--- config.mk ---
export PLATFORM = sky130hd
export DESIGN_NAME = cgi_irq_combiner
export DESIGN_NICKNAME = d
export VERILOG_FILES = /design/src/core/cgi_pkg.sv /design/src/core/cgi_src_if.sv /design/src/core/cgi_edge_det.sv /design/src/core/cgi_axil_slave.sv /design/src/core/cgi_irq_combiner.sv
export SDC_FILE = /design/constraint.sdc
export NUM_CORES = 1
export LEC_CHECK = 0
export BUFFER_PORTS_ARGS = -buffer_cell sky130_fd_sc_hd__buf_2
export CELL_PAD_IN_SITES_DETAIL_PLACEMENT = 1
export CELL_PAD_IN_SITES_GLOBAL_PLACEMENT = 2
export CORE_AREA = 8 8 122 124
export CTS_BUF_LIST = sky130_fd_sc_hd__clkbuf_8 sky130_fd_sc_hd__clkbuf_16
export CTS_CLUSTER_SIZE = 25
export DETAILED_ROUTE_END_ITERATION = 16
export DIE_AREA = 0 0 130 132
export PLACE_DENSITY = 0.74
export SLEW_MARGIN = 20
export SYNTH_ARGS = -nofsm -noshare
export SYNTH_HDL_FRONTEND = slang
export SYNTH_SLANG_ARGS = --single-unit
--- constraint.sdc ---
create_clock -name aclk -period 1.5 [get_ports aclk]
set_input_delay 0.225 -clock aclk [delete_from_list [all_inputs] [get_ports aclk]]
set_output_delay 0.225 -clock aclk [all_outputs]
set_load 0.01 [all_outputs]
--- src/core/cgi_pkg.sv ---
// package of register map, field positions and reset values for the interrupt combiner
package cgi_pkg;
    // ------------------------------------------------------------
    // register indexes (printed offsets not all multiples of four)
    // ------------------------------------------------------------
    localparam logic [7:0] CGI_IDX_LIVE = 8'h0D;      // live source state
    localparam logic [7:0] CGI_IDX_MASK = 8'h0E;      // source mask
    localparam logic [7:0] CGI_IDX_POL = 8'h0F;       // edge polarity
    localparam logic [7:0] CGI_IDX_FLAG = 8'h10;      // edge flags
    localparam logic [7:0] CGI_IDX_CTRL = 8'h11;      // interrupt_control
    localparam logic [7:0] CGI_IDX_SEEN = 8'h13;      // sticky bus-side event status
    localparam logic [7:0] CGI_IDX_SEEN_MASK = 8'h14; // mask for bus interrupt
    // ------------------------------------------------------------
    // field positions
    // ------------------------------------------------------------
    localparam int CGI_BIT_EN = 0;                    // interrupt enable
    localparam int CGI_BIT_AND = 1;                   // combine select
    localparam int CGI_BIT_UNLOCK = 7;
    localparam int CGI_BIT_LOST = 6;
    localparam int CGI_BIT_CAL = 5;
    localparam int CGI_BIT_SWITCH = 1;
    localparam logic [7:0] CGI_SRC_BITS = 8'hE2;      // implemented source bits
    localparam logic [7:0] CGI_CTRL_BITS = 8'h03;     // implemented control bits
    // ------------------------------------------------------------
    // reset values
    // ------------------------------------------------------------
    localparam logic [7:0] CGI_RST_CTRL = 8'h00;
    localparam logic [7:0] CGI_RST_MASK = 8'h00;
    localparam logic [7:0] CGI_RST_POL = 8'h00;
    localparam logic [7:0] CGI_RST_FLAG = 8'h00;
    // ------------------------------------------------------------
    // bus answers
    // ------------------------------------------------------------
    localparam logic [1:0] CGI_RESP_OKAY = 2'h0;
    localparam logic [1:0] CGI_RESP_SLVERR = 2'h2;
endpackage

--- src/core/cgi_src_if.sv ---
// interface carrying the source levels and edge strobes between combiner modules
`timescale 1ns/1ps
interface cgi_src_if;
    logic [7:0] level;   // present source levels
    logic [7:0] pol;     // edge polarity per source
    logic [7:0] edge_hit; // one-cycle strobe per source on a chosen edge
    modport det (input level, input pol, output edge_hit);
    modport top (output level, output pol, input edge_hit);
endinterface

--- src/core/cgi_edge_det.sv ---
// edge detector for the interrupt sources with per-source polarity
`timescale 1ns/1ps
module cgi_edge_det
    import cgi_pkg::*;
(
    input wire logic aclk,
    input wire logic aresetn,
    cgi_src_if.det src
);
    logic [7:0] prev_r;
    logic [7:0] prev_nxt;
    logic [7:0] hit;

    // --------------------------------------------------------
    // edge selection
    // --------------------------------------------------------
    // rising edge when polarity is one, falling edge when zero
    always_comb
    begin
        prev_nxt = src.level;
        hit = (src.pol & src.level & ~prev_r)
            | (~src.pol & ~src.level & prev_r);
        src.edge_hit = hit & CGI_SRC_BITS;
    end

    // previous level, reset to zero so a source high out of reset is a rising edge
    always_ff @(posedge aclk)
    begin
        if (!aresetn)
            prev_r <= 8'h00;
        else
            prev_r <= prev_nxt;
    end
endmodule

--- src/core/cgi_axil_slave.sv ---
// AXI4-Lite slave front end: one write and one read, word registers by index
`timescale 1ns/1ps
module cgi_axil_slave
    import cgi_pkg::*;
(
    input wire logic aclk,
    input wire logic aresetn,
    input wire logic [9:0] s_axi_awaddr,
    input wire logic s_axi_awvalid,
    output logic s_axi_awready,
    input wire logic [31:0] s_axi_wdata,
    input wire logic [3:0] s_axi_wstrb,
    input wire logic s_axi_wvalid,
    output logic s_axi_wready,
    output logic [1:0] s_axi_bresp,
    output logic s_axi_bvalid,
    input wire logic s_axi_bready,
    input wire logic [9:0] s_axi_araddr,
    input wire logic s_axi_arvalid,
    output logic s_axi_arready,
    output logic [31:0] s_axi_rdata,
    output logic [1:0] s_axi_rresp,
    output logic s_axi_rvalid,
    input wire logic s_axi_rready,
    output logic wr_stb,
    output logic [7:0] wr_idx,
    output logic [7:0] wr_data,
    output logic rd_stb,
    output logic [7:0] rd_idx,
    input wire logic [7:0] rd_data,
    input wire logic rd_ok,
    input wire logic wr_ok
);
    logic aw_have_r, aw_have_nxt, w_have_r, w_have_nxt;
    logic [7:0] aw_idx_r, aw_idx_nxt, w_data_r, w_data_nxt;
    logic bvalid_r, bvalid_nxt, rvalid_r, rvalid_nxt;
    logic [1:0] bresp_r, bresp_nxt, rresp_r, rresp_nxt;
    logic [31:0] rdata_r, rdata_nxt;
    logic awready_r, awready_nxt, wready_r, wready_nxt, arready_r, arready_nxt;

    // --------------------------------------------------------
    // write path: address and data taken in either order
    // --------------------------------------------------------
    always_comb
    begin
        aw_have_nxt = aw_have_r;
        w_have_nxt = w_have_r;
        aw_idx_nxt = aw_idx_r;
        w_data_nxt = w_data_r;
        bvalid_nxt = bvalid_r;
        bresp_nxt = bresp_r;
        wr_stb = 1'b0;
        if (s_axi_awvalid && !aw_have_r && !bvalid_r)
        begin
            aw_have_nxt = 1'b1;
            aw_idx_nxt = s_axi_awaddr[9:2];
        end
        if (s_axi_wvalid && !w_have_r && !bvalid_r)
        begin
            w_have_nxt = 1'b1;
            w_data_nxt = s_axi_wstrb[0] ? s_axi_wdata[7:0] : 8'h00;
        end
        if (aw_have_r && w_have_r)
        begin
            wr_stb = s_axi_wstrb_ok();
            aw_have_nxt = 1'b0;
            w_have_nxt = 1'b0;
            bvalid_nxt = 1'b1;
            bresp_nxt = wr_ok ? CGI_RESP_OKAY : CGI_RESP_SLVERR;
        end
        else if (bvalid_r && s_axi_bready)
            bvalid_nxt = 1'b0;
        // readies registered so the bus sees them straight from flops
        awready_nxt = !aw_have_nxt && !bvalid_nxt;
        wready_nxt = !w_have_nxt && !bvalid_nxt;
    end

    // byte lane zero carries every register
    function automatic logic s_axi_wstrb_ok();
        return 1'b1;
    endfunction

    assign wr_idx = aw_idx_r;
    assign wr_data = w_data_r;
    assign s_axi_awready = awready_r;
    assign s_axi_wready = wready_r;

    // --------------------------------------------------------
    // read path: data returned one cycle after the address
    // --------------------------------------------------------
    always_comb
    begin
        rvalid_nxt = rvalid_r;
        rresp_nxt = rresp_r;
        rdata_nxt = rdata_r;
        rd_stb = 1'b0;
        if (s_axi_arvalid && !rvalid_r)
        begin
            rd_stb = 1'b1;
            rvalid_nxt = 1'b1;
            rdata_nxt = {24'h000000, rd_data};
            rresp_nxt = rd_ok ? CGI_RESP_OKAY : CGI_RESP_SLVERR;
        end
        else if (rvalid_r && s_axi_rready)
            rvalid_nxt = 1'b0;
        arready_nxt = !rvalid_nxt;
    end

    assign rd_idx = s_axi_araddr[9:2];
    assign s_axi_arready = arready_r;

    // registered bus state
    always_ff @(posedge aclk)
    begin
        if (!aresetn)
        begin
            aw_have_r <= 1'b0;
            w_have_r <= 1'b0;
            aw_idx_r <= 8'h00;
            w_data_r <= 8'h00;
            bvalid_r <= 1'b0;
            bresp_r <= CGI_RESP_OKAY;
            rvalid_r <= 1'b0;
            rresp_r <= CGI_RESP_OKAY;
            rdata_r <= 32'h00000000;
            awready_r <= 1'b1;
            wready_r <= 1'b1;
            arready_r <= 1'b1;
        end
        else
        begin
            aw_have_r <= aw_have_nxt;
            w_have_r <= w_have_nxt;
            aw_idx_r <= aw_idx_nxt;
            w_data_r <= w_data_nxt;
            bvalid_r <= bvalid_nxt;
            bresp_r <= bresp_nxt;
            rvalid_r <= rvalid_nxt;
            rresp_r <= rresp_nxt;
            rdata_r <= rdata_nxt;
            awready_r <= awready_nxt;
            wready_r <= wready_nxt;
            arready_r <= arready_nxt;
        end
    end

    assign s_axi_bvalid = bvalid_r;
    assign s_axi_bresp = bresp_r;
    assign s_axi_rvalid = rvalid_r;
    assign s_axi_rresp = rresp_r;
    assign s_axi_rdata = rdata_r;
endmodule

--- src/core/cgi_irq_combiner.sv ---
// top of the clock generator interrupt combiner with AXI4-Lite register access
`timescale 1ns/1ps
module cgi_irq_combiner
    import cgi_pkg::*;
(
    input wire logic aclk,
    input wire logic aresetn,
    input wire logic [9:0] s_axi_awaddr,
    input wire logic s_axi_awvalid,
    output logic s_axi_awready,
    input wire logic [31:0] s_axi_wdata,
    input wire logic [3:0] s_axi_wstrb,
    input wire logic s_axi_wvalid,
    output logic s_axi_wready,
    output logic [1:0] s_axi_bresp,
    output logic s_axi_bvalid,
    input wire logic s_axi_bready,
    input wire logic [9:0] s_axi_araddr,
    input wire logic s_axi_arvalid,
    output logic s_axi_arready,
    output logic [31:0] s_axi_rdata,
    output logic [1:0] s_axi_rresp,
    output logic s_axi_rvalid,
    input wire logic s_axi_rready,
    input wire logic pll_unlocked,
    input wire logic ref_input_lost,
    input wire logic vco_cal_active,
    input wire logic backup_to_main_switch,
    output logic status_irq,
    output logic bus_irq
);
    // --------------------------------------------------------
    // declarations
    // --------------------------------------------------------
    logic [7:0] ctrl_r, ctrl_nxt;
    logic [7:0] mask_r, mask_nxt;
    logic [7:0] pol_r, pol_nxt;
    logic [7:0] flag_r, flag_nxt;
    logic [7:0] live_r, live_nxt;
    logic [7:0] seen_r, seen_nxt;
    logic [7:0] seen_mask_r, seen_mask_nxt;
    logic status_irq_r, status_irq_nxt;
    logic bus_irq_r, bus_irq_nxt;
    logic wr_stb, rd_stb;
    logic [7:0] wr_idx, wr_data, rd_idx;
    logic [7:0] rd_data;
    logic rd_ok, wr_ok;
    logic [7:0] live_src;
    logic [7:0] active;
    logic combined;
    logic prev_irq_r, prev_irq_nxt;

    cgi_src_if src_bus();

    // --------------------------------------------------------
    // bus slave and edge detector
    // --------------------------------------------------------
    cgi_axil_slave u_bus (
        .aclk(aclk),
        .aresetn(aresetn),
        .s_axi_awaddr(s_axi_awaddr),
        .s_axi_awvalid(s_axi_awvalid),
        .s_axi_awready(s_axi_awready),
        .s_axi_wdata(s_axi_wdata),
        .s_axi_wstrb(s_axi_wstrb),
        .s_axi_wvalid(s_axi_wvalid),
        .s_axi_wready(s_axi_wready),
        .s_axi_bresp(s_axi_bresp),
        .s_axi_bvalid(s_axi_bvalid),
        .s_axi_bready(s_axi_bready),
        .s_axi_araddr(s_axi_araddr),
        .s_axi_arvalid(s_axi_arvalid),
        .s_axi_arready(s_axi_arready),
        .s_axi_rdata(s_axi_rdata),
        .s_axi_rresp(s_axi_rresp),
        .s_axi_rvalid(s_axi_rvalid),
        .s_axi_rready(s_axi_rready),
        .wr_stb(wr_stb),
        .wr_idx(wr_idx),
        .wr_data(wr_data),
        .rd_stb(rd_stb),
        .rd_idx(rd_idx),
        .rd_data(rd_data),
        .rd_ok(rd_ok),
        .wr_ok(wr_ok)
    );

    // source levels gathered into their register bit positions
    always_comb
    begin
        live_src = 8'h00;
        live_src[CGI_BIT_UNLOCK] = pll_unlocked;
        live_src[CGI_BIT_LOST] = ref_input_lost;
        live_src[CGI_BIT_CAL] = vco_cal_active;
        live_src[CGI_BIT_SWITCH] = backup_to_main_switch;
    end

    assign src_bus.level = live_src;
    assign src_bus.pol = pol_r;

    cgi_edge_det u_edge (
        .aclk(aclk),
        .aresetn(aresetn),
        .src(src_bus)
    );

    // --------------------------------------------------------
    // register read decode
    // --------------------------------------------------------
    always_comb
    begin
        rd_ok = 1'b1;
        case (rd_idx)
            CGI_IDX_CTRL: rd_data = ctrl_r;
            CGI_IDX_MASK: rd_data = mask_r;
            CGI_IDX_POL: rd_data = pol_r;
            CGI_IDX_FLAG: rd_data = flag_r;
            CGI_IDX_LIVE: rd_data = live_r;
            CGI_IDX_SEEN: rd_data = seen_r;
            CGI_IDX_SEEN_MASK: rd_data = seen_mask_r;
            default:
            begin
                rd_data = 8'h00;
                rd_ok = 1'b0;
            end
        endcase
    end

    // writes to the live register are ignored but answered as okay
    always_comb
    begin
        case (wr_idx)
            CGI_IDX_CTRL, CGI_IDX_MASK, CGI_IDX_POL, CGI_IDX_FLAG,
            CGI_IDX_LIVE, CGI_IDX_SEEN, CGI_IDX_SEEN_MASK: wr_ok = 1'b1;
            default: wr_ok = 1'b0;
        endcase
    end

    // --------------------------------------------------------
    // configuration and flag state
    // --------------------------------------------------------
    always_comb
    begin
        ctrl_nxt = ctrl_r;
        mask_nxt = mask_r;
        pol_nxt = pol_r;
        flag_nxt = flag_r;
        live_nxt = live_src;
        if (wr_stb)
        begin
            case (wr_idx)
                CGI_IDX_CTRL: ctrl_nxt = wr_data & CGI_CTRL_BITS;
                CGI_IDX_MASK: mask_nxt = wr_data & CGI_SRC_BITS;
                CGI_IDX_POL: pol_nxt = wr_data & CGI_SRC_BITS;
                CGI_IDX_FLAG: flag_nxt = flag_r & wr_data;
                default: ;
            endcase
        end
        // new edge wins over a clear in the same cycle, only while enabled
        if (ctrl_r[CGI_BIT_EN])
            flag_nxt = flag_nxt | src_bus.edge_hit;
    end

    // --------------------------------------------------------
    // combining of unmasked flags
    // --------------------------------------------------------
    always_comb
    begin
        active = flag_r & ~mask_r & CGI_SRC_BITS;
        if (ctrl_r[CGI_BIT_AND])
            combined = (active == (~mask_r & CGI_SRC_BITS))
                && (active != 8'h00);
        else
            combined = |active;
        status_irq_nxt = ctrl_r[CGI_BIT_EN] & combined;
        prev_irq_nxt = status_irq_r;
    end

    // --------------------------------------------------------
    // bus-side sticky status of flag rises and pin assertions
    // --------------------------------------------------------
    always_comb
    begin
        seen_nxt = seen_r;
        seen_mask_nxt = seen_mask_r;
        if (wr_stb && wr_idx == CGI_IDX_SEEN)
            seen_nxt = seen_r & ~wr_data;            // write one to clear
        if (wr_stb && wr_idx == CGI_IDX_SEEN_MASK)
            seen_mask_nxt = wr_data & CGI_SRC_BITS;
        // rising flags and pin rising edge are events; set wins over clear
        seen_nxt = seen_nxt | ((flag_nxt & ~flag_r) & CGI_SRC_BITS);
        seen_nxt[0] = seen_nxt[0] | (status_irq_r & ~prev_irq_r);
        bus_irq_nxt = |(seen_r & ~seen_mask_r);
    end

    // registered state
    always_ff @(posedge aclk)
    begin
        if (!aresetn)
        begin
            ctrl_r <= CGI_RST_CTRL;
            mask_r <= CGI_RST_MASK;
            pol_r <= CGI_RST_POL;
            flag_r <= CGI_RST_FLAG;
            live_r <= 8'h00;
            seen_r <= 8'h00;
            seen_mask_r <= 8'h00;
            status_irq_r <= 1'b0;
            bus_irq_r <= 1'b0;
            prev_irq_r <= 1'b0;
        end
        else
        begin
            ctrl_r <= ctrl_nxt;
            mask_r <= mask_nxt;
            pol_r <= pol_nxt;
            flag_r <= flag_nxt;
            live_r <= live_nxt;
            seen_r <= seen_nxt;
            seen_mask_r <= seen_mask_nxt;
            status_irq_r <= status_irq_nxt;
            bus_irq_r <= bus_irq_nxt;
            prev_irq_r <= prev_irq_nxt;
        end
    end

    assign status_irq = status_irq_r;
    assign bus_irq = bus_irq_r;
endmodule

Word-level counts from Yosys, hierarchy flattened
Cells that the tools add are included.
W data, S select, Z words.
{"block": "totals", "register_bits": 76}
{"block": "op_classes", "n_eq_ne": 15, "n_reduce_logical": 29, "bitwise_logic": 23, "mux": 20}
{"op": "$and A8 B8 Y8", "count": 9}
{"op": "$eq A8 B5 Y1 const B", "count": 8}
{"op": "$not A8 Y8", "count": 7}
{"op": "$pmux W8 S7", "count": 1}
{"op": "$eq A8 B4 Y1 const B", "count": 6}
{"op": "$mux W8", "count": 5}
{"op": "$or A8 B8 Y8", "count": 3}
{"op": "$reduce_or A7 Y1", "count": 2}
{"op": "$logic_and A1 B1 Y1", "count": 13}
{"op": "$mux W1", "count": 12}
{"op": "$logic_not A1 Y1", "count": 8}
{"op": "$reduce_bool A8 Y1", "count": 1}
{"op": "$reduce_or A8 Y1", "count": 1}
{"op": "$reduce_and A2 Y1", "count": 3}
{"op": "$eq A4 B4 Y1", "count": 1}
{"op": "$mux W2", "count": 2}
{"op": "$reduce_or A4 Y1", "count": 1}
{"op": "$and A1 B1 Y1", "count": 2}
{"op": "$not A1 Y1", "count": 1}
{"op": "$or A1 B1 Y1", "count": 1}

Depth between registers and ports, before layout
{"block": "logic_depth", "ltp_word": 9, "ltp_mapped": 5, "depth_no_buf": 4}

Cells and area by module
From an unflattened synthesis, not the netlist that was laid out.
{"block": "hier_totals", "hier_cells": 418, "area_unflattened_um2": 3629.7}
{"mod": "cgi_irq_combiner", "instances": 1, "cells_each": 215, "area_per_inst_um2": 1886.8}
{"mod": "cgi_axil_slave", "instances": 1, "cells_each": 178, "area_per_inst_um2": 1511.4}
{"mod": "cgi_edge_det", "instances": 1, "cells_each": 25, "area_per_inst_um2": 231.5}

Worst setup path before layout
OpenSTA, ideal clock, no wires.
{"block": "synth_path", "path_type": "reg-to-reg", "from": "register u_bus.aw_idx_r[7], in the netlist u_bus.wr_idx[7]", "to": "register seen_r[1]", "t_arrival_ns": 1.398, "required_time_ns": 1.385, "path_slack_ns": -0.013, "stages_incl_launch_ff": 5, "synth_period_minus_slack_ns": 1.513, "path_buffers": 0, "cell_sequence": "dfxtp_1 > or3_4 > nor4_4 > a21oi_1 > o21a_1"}
{"block": "synth_between", "elab_chain_len": 7, "word_cells_on_any_way": 10}
{"element": "from (decl)", "line_no": "cgi_axil_slave.sv:35", "text": "logic [7:0] aw_idx_r, aw_idx_nxt, w_data_r, w_data_nxt;"}
{"element": "from (signal assigned)", "line_no": "cgi_axil_slave.sv:134", "text": "aw_idx_r <= aw_idx_nxt;"}
{"element": "$eq A8 B5 Y1", "line_no": "cgi_irq_combiner.sv:151", "text": "case (wr_idx)"}
{"element": "$mux W8", "line_no": "cgi_irq_combiner.sv:151"}
{"element": "$mux W8", "line_no": "cgi_irq_combiner.sv:149", "text": "if (wr_stb)"}
{"element": "$or A8 B8 Y8", "line_no": "cgi_irq_combiner.sv:161", "text": "flag_nxt = flag_nxt | src_bus.edge_hit;"}
{"element": "$mux W8", "line_no": "cgi_irq_combiner.sv:160", "text": "if (ctrl_r[CGI_BIT_EN])"}
{"element": "$and A8 B8 Y8", "line_no": "cgi_irq_combiner.sv:191", "text": "seen_nxt = seen_nxt | ((flag_nxt & ~flag_r) & CGI_SRC_BITS);"}
{"element": "$or A8 B8 Y8 (*)", "line_no": "cgi_irq_combiner.sv:191"}
{"element": "to (signal assigned)", "line_no": "cgi_irq_combiner.sv:219", "text": "seen_r <= seen_nxt;"}
{"element": "to (decl)", "line_no": "cgi_irq_combiner.sv:40", "text": "logic [7:0] seen_r, seen_nxt;"}
Every way passes the cells marked *; elsewhere a longest branch is shown, timed or not.
A chain may end at the register's enable or synchronous reset.

Worst setup path in the final report
{"block": "layout_path", "from": "register u_bus.aw_idx_r[5], in the netlist u_bus.wr_idx[5]", "to": "register mask_r[5]"}
{"block": "layout_between", "elab_chain_len": 2}
{"element": "$eq A8 B4 Y1", "line_no": "cgi_irq_combiner.sv:151"}
{"element": "$reduce_and A2 Y1 (no source line)"}
{"element": "to (signal assigned)", "line_no": "cgi_irq_combiner.sv:215", "text": "mask_r <= mask_nxt;"}
{"element": "to (decl)", "line_no": "cgi_irq_combiner.sv:36", "text": "logic [7:0] mask_r, mask_nxt;"}
No other way between the ends.

==> out/qor.csv <==
metric,value,unit
cp.arrival,1.65,ns
yosysSeqAreaShare,42.2,%
cp_slowest_cell,or3_4,
die_area,0.0172,mm^2
cts_tree,built,
clockRootBuffer,clkbuf_16,
power_density,1070,mW/mm^2
slew_viol_final,0,
leakagePower,1.79,nW
crit_family,simple AND/OR/NAND/NOR gates,
clock_sinks,70,
drtIter0Drc,126,
grt_pass1_vias,3199,
netlist_area,0.00332,mm^2
rows,42,
path_cells,"or3_4, nor4_4, buf_4, mux2i_1, nor2_1",
detail-route-antenna-nets,0,
worstHoldPathType,in2reg,
syn_inst,360,
core_area,0.0130,mm^2
multiInputGateArea,0.00169,mm^2
grt_use_met3,3.88,%
cap_violations,0,
synthArstFlopShare,0,%
ys_ff_latch,70,
grt-ovfl-total,0,
cts.clk_slew.worst_paths,0.06,ns
cp-end-kind,register,
cp-start-kind,register,
h-tree-depth,3,
synth_edf_count,0,
place_congestion,0.786,
crit_fanout,4,
cts_buffer_depth,2,
ctsHoldBuffers,0,
nets,514,
crit_buf_inv,1,
viasPerCell,4.59,
postSynthAreaPerCell,9.21,um^2
dr.pass1.iters,4,
dieHeight,132,um
use_met2,20.1,%
ir_drop,0.000536,V
final_util,33.0,%
cts_buffers,9,
syn_to_final_growth,29.0,%
wl_per_cell,15.5,um
vias,2881,
final_cell_mix,"67 x dfxtp_1, 52 x buf_2, 38 x buf_4",
grt_pass1_wl,16200,um
port_buffers,52,
hpwl,7580,um
pin_count,110,
drive_gt1_share,27.4,%
fill_cells,1554,
synth_flop_cell,dfxtp_1,
setup_viol,0,
die_x,130,um
antenna_found_initial,0,
clock_skew,0.00424,ns
top_usage_layer,met2,
hold_violations,0,
totalWireLength,9730,um
post-route-drc-count,0,
r2r_slack,0.07,ns
final_cell_count_no_fill,628,
crit_type,reg2reg,
crit_required,1.72,ns
clock_latency,0.33,ns
place_inst,611,
diodes,0,
yosysWarnings,0,
min_period_over_period,95.5,%
status,finished clean,
cpPeakStageDelay,0.43,ns
rsz0062_at_grt,yes,
final_common_cell,dfxtp_1,
synth.distinct_cells,53,
max_freq,0.698,GHz
grt_util_met1,14.0,%
seqCellArea,0.00141,mm^2
initial_core_util,25.6,%
min_period,1.43,ns
grtUsageTotal,11.9,%
grt_max_degree,34,
-- cell usage after synthesis (3+ instances only) --
library cell	count	area share [%]
a22o_1	7	1.8
nand3b_1	4	0.91
nor2_1	37	4.2
clkbuf_1	13	1.5
o21ai_0	8	1.2
mux2_1	3	1.0
nand2b_1	4	0.75
buf_4	26	5.9
o21ai_1	4	0.60
o22ai_1	6	1.1
nand2_1	20	2.3
o21a_1	5	1.1
nand4b_1	3	0.79
a21boi_1	3	0.68
nor4_4	3	1.9
mux2i_1	23	6.9
and2_1	7	1.3
nand4_1	4	0.75
a32oi_1	3	0.79
and4b_1	3	0.91
o211a_1	4	1.2
inv_1	14	1.6
nand3_1	14	2.1
nor3b_1	6	1.4
and3b_1	4	1.1
nor2b_1	3	0.57
dfxtp_1	70	42
a221oi_1	5	1.3
a21oi_1	24	3.6
-- worst reg2reg max path, stage by stage (launching register included) --
cell,delay (ns)
dfxtp_2,0.32
or3_4,0.43
nor4_4,0.14
buf_4,0.19
mux2i_1,0.19
nor2_1,0.06
-- sequential cells by signal, summed over array words and instances, names as in the netlist, 2 cells and up, named ones only --
name	count
seen_r	8
u_bus.s_axi_rdata	8
u_bus.wr_data	8
u_bus.wr_idx	8
flag_r	4
mask_r	4
pol_r	4
seen_mask_r	4
u_edge.prev_r	4
ctrl_r	2
-- final cells by class --
type	instances	area share, %
multi-input cells	259	39.5
clock buffers	11	5.91
inverters	14	1.23
clock inverters	5	1.35
flip-flops and latches	70	32.9
well taps	176	5.15
repair buffers	93	13.9
-- metrics by stage --
step,hold slack [ns],power [mW],area [um^2],setup slack [ns],TNS (ns)
2_1_floorplan,0.347,2.27,3410,0.0300,0
3_3_place_gp,0.437,2.42,3950,-0.111,-0.361
3_5_place_dp,0.445,2.44,3950,-0.156,-0.861
4_1_cts,0.107,4.63,4270,0.0138,0
5_1_grt,0.127,4.76,4280,-0.0510,-0.187
6_report,0.122,4.56,4280,0.0674,0
-- worst paths after layout --
path	startpoint	endpoint	depth (start not counted)
worst min register to register	register	register	1
worst min-delay path	backup_to_main_switch	u_edge.prev_r[1]	2
worst max register to register	u_bus.wr_idx[5]	mask_r[5]	5
worst max-delay path	u_bus.wr_idx[5]	mask_r[5]	5
-- where the power goes --
part | internal (mW) | total, mW | switching [mW]
registers | 1.91 | 1.95 | 0.0435
logic | 0.189 | 0.439 | 0.250
clock network | 1.37 | 2.17 | 0.793
total | 3.47 | 4.56 | 1.09
-- layer usage --
layer | wire length, um | part of all wire (%)
met3 | 532 | 5.5
met5 | 0 | 0
met4 | 74 | 0.76
met2 | 4740 | 49
met1 | 4380 | 45
-- cells by family (layout without fill, tap and decap cells) --
kind of cell,count (synthesis),count (layout),synth area share (%)
AOI/OAI and AO/OA,81,81,17.0
buffers and inverters,56,123,9.58
DFF,70,70,42.2
muxes,27,27,8.30
other,1,26,0.113
and+or+nand+nor,125,125,22.8
-- what timing repair did --
item / CTS / global route
buffers inserted: 1 / 0
gates resized for setup: 0 / 5
setup endpoints to repair: 9 / 17
endpoints found under the hold margin: 0 / 0
pin swaps: 3 / 4
Power figures use the tool's default switching activity.
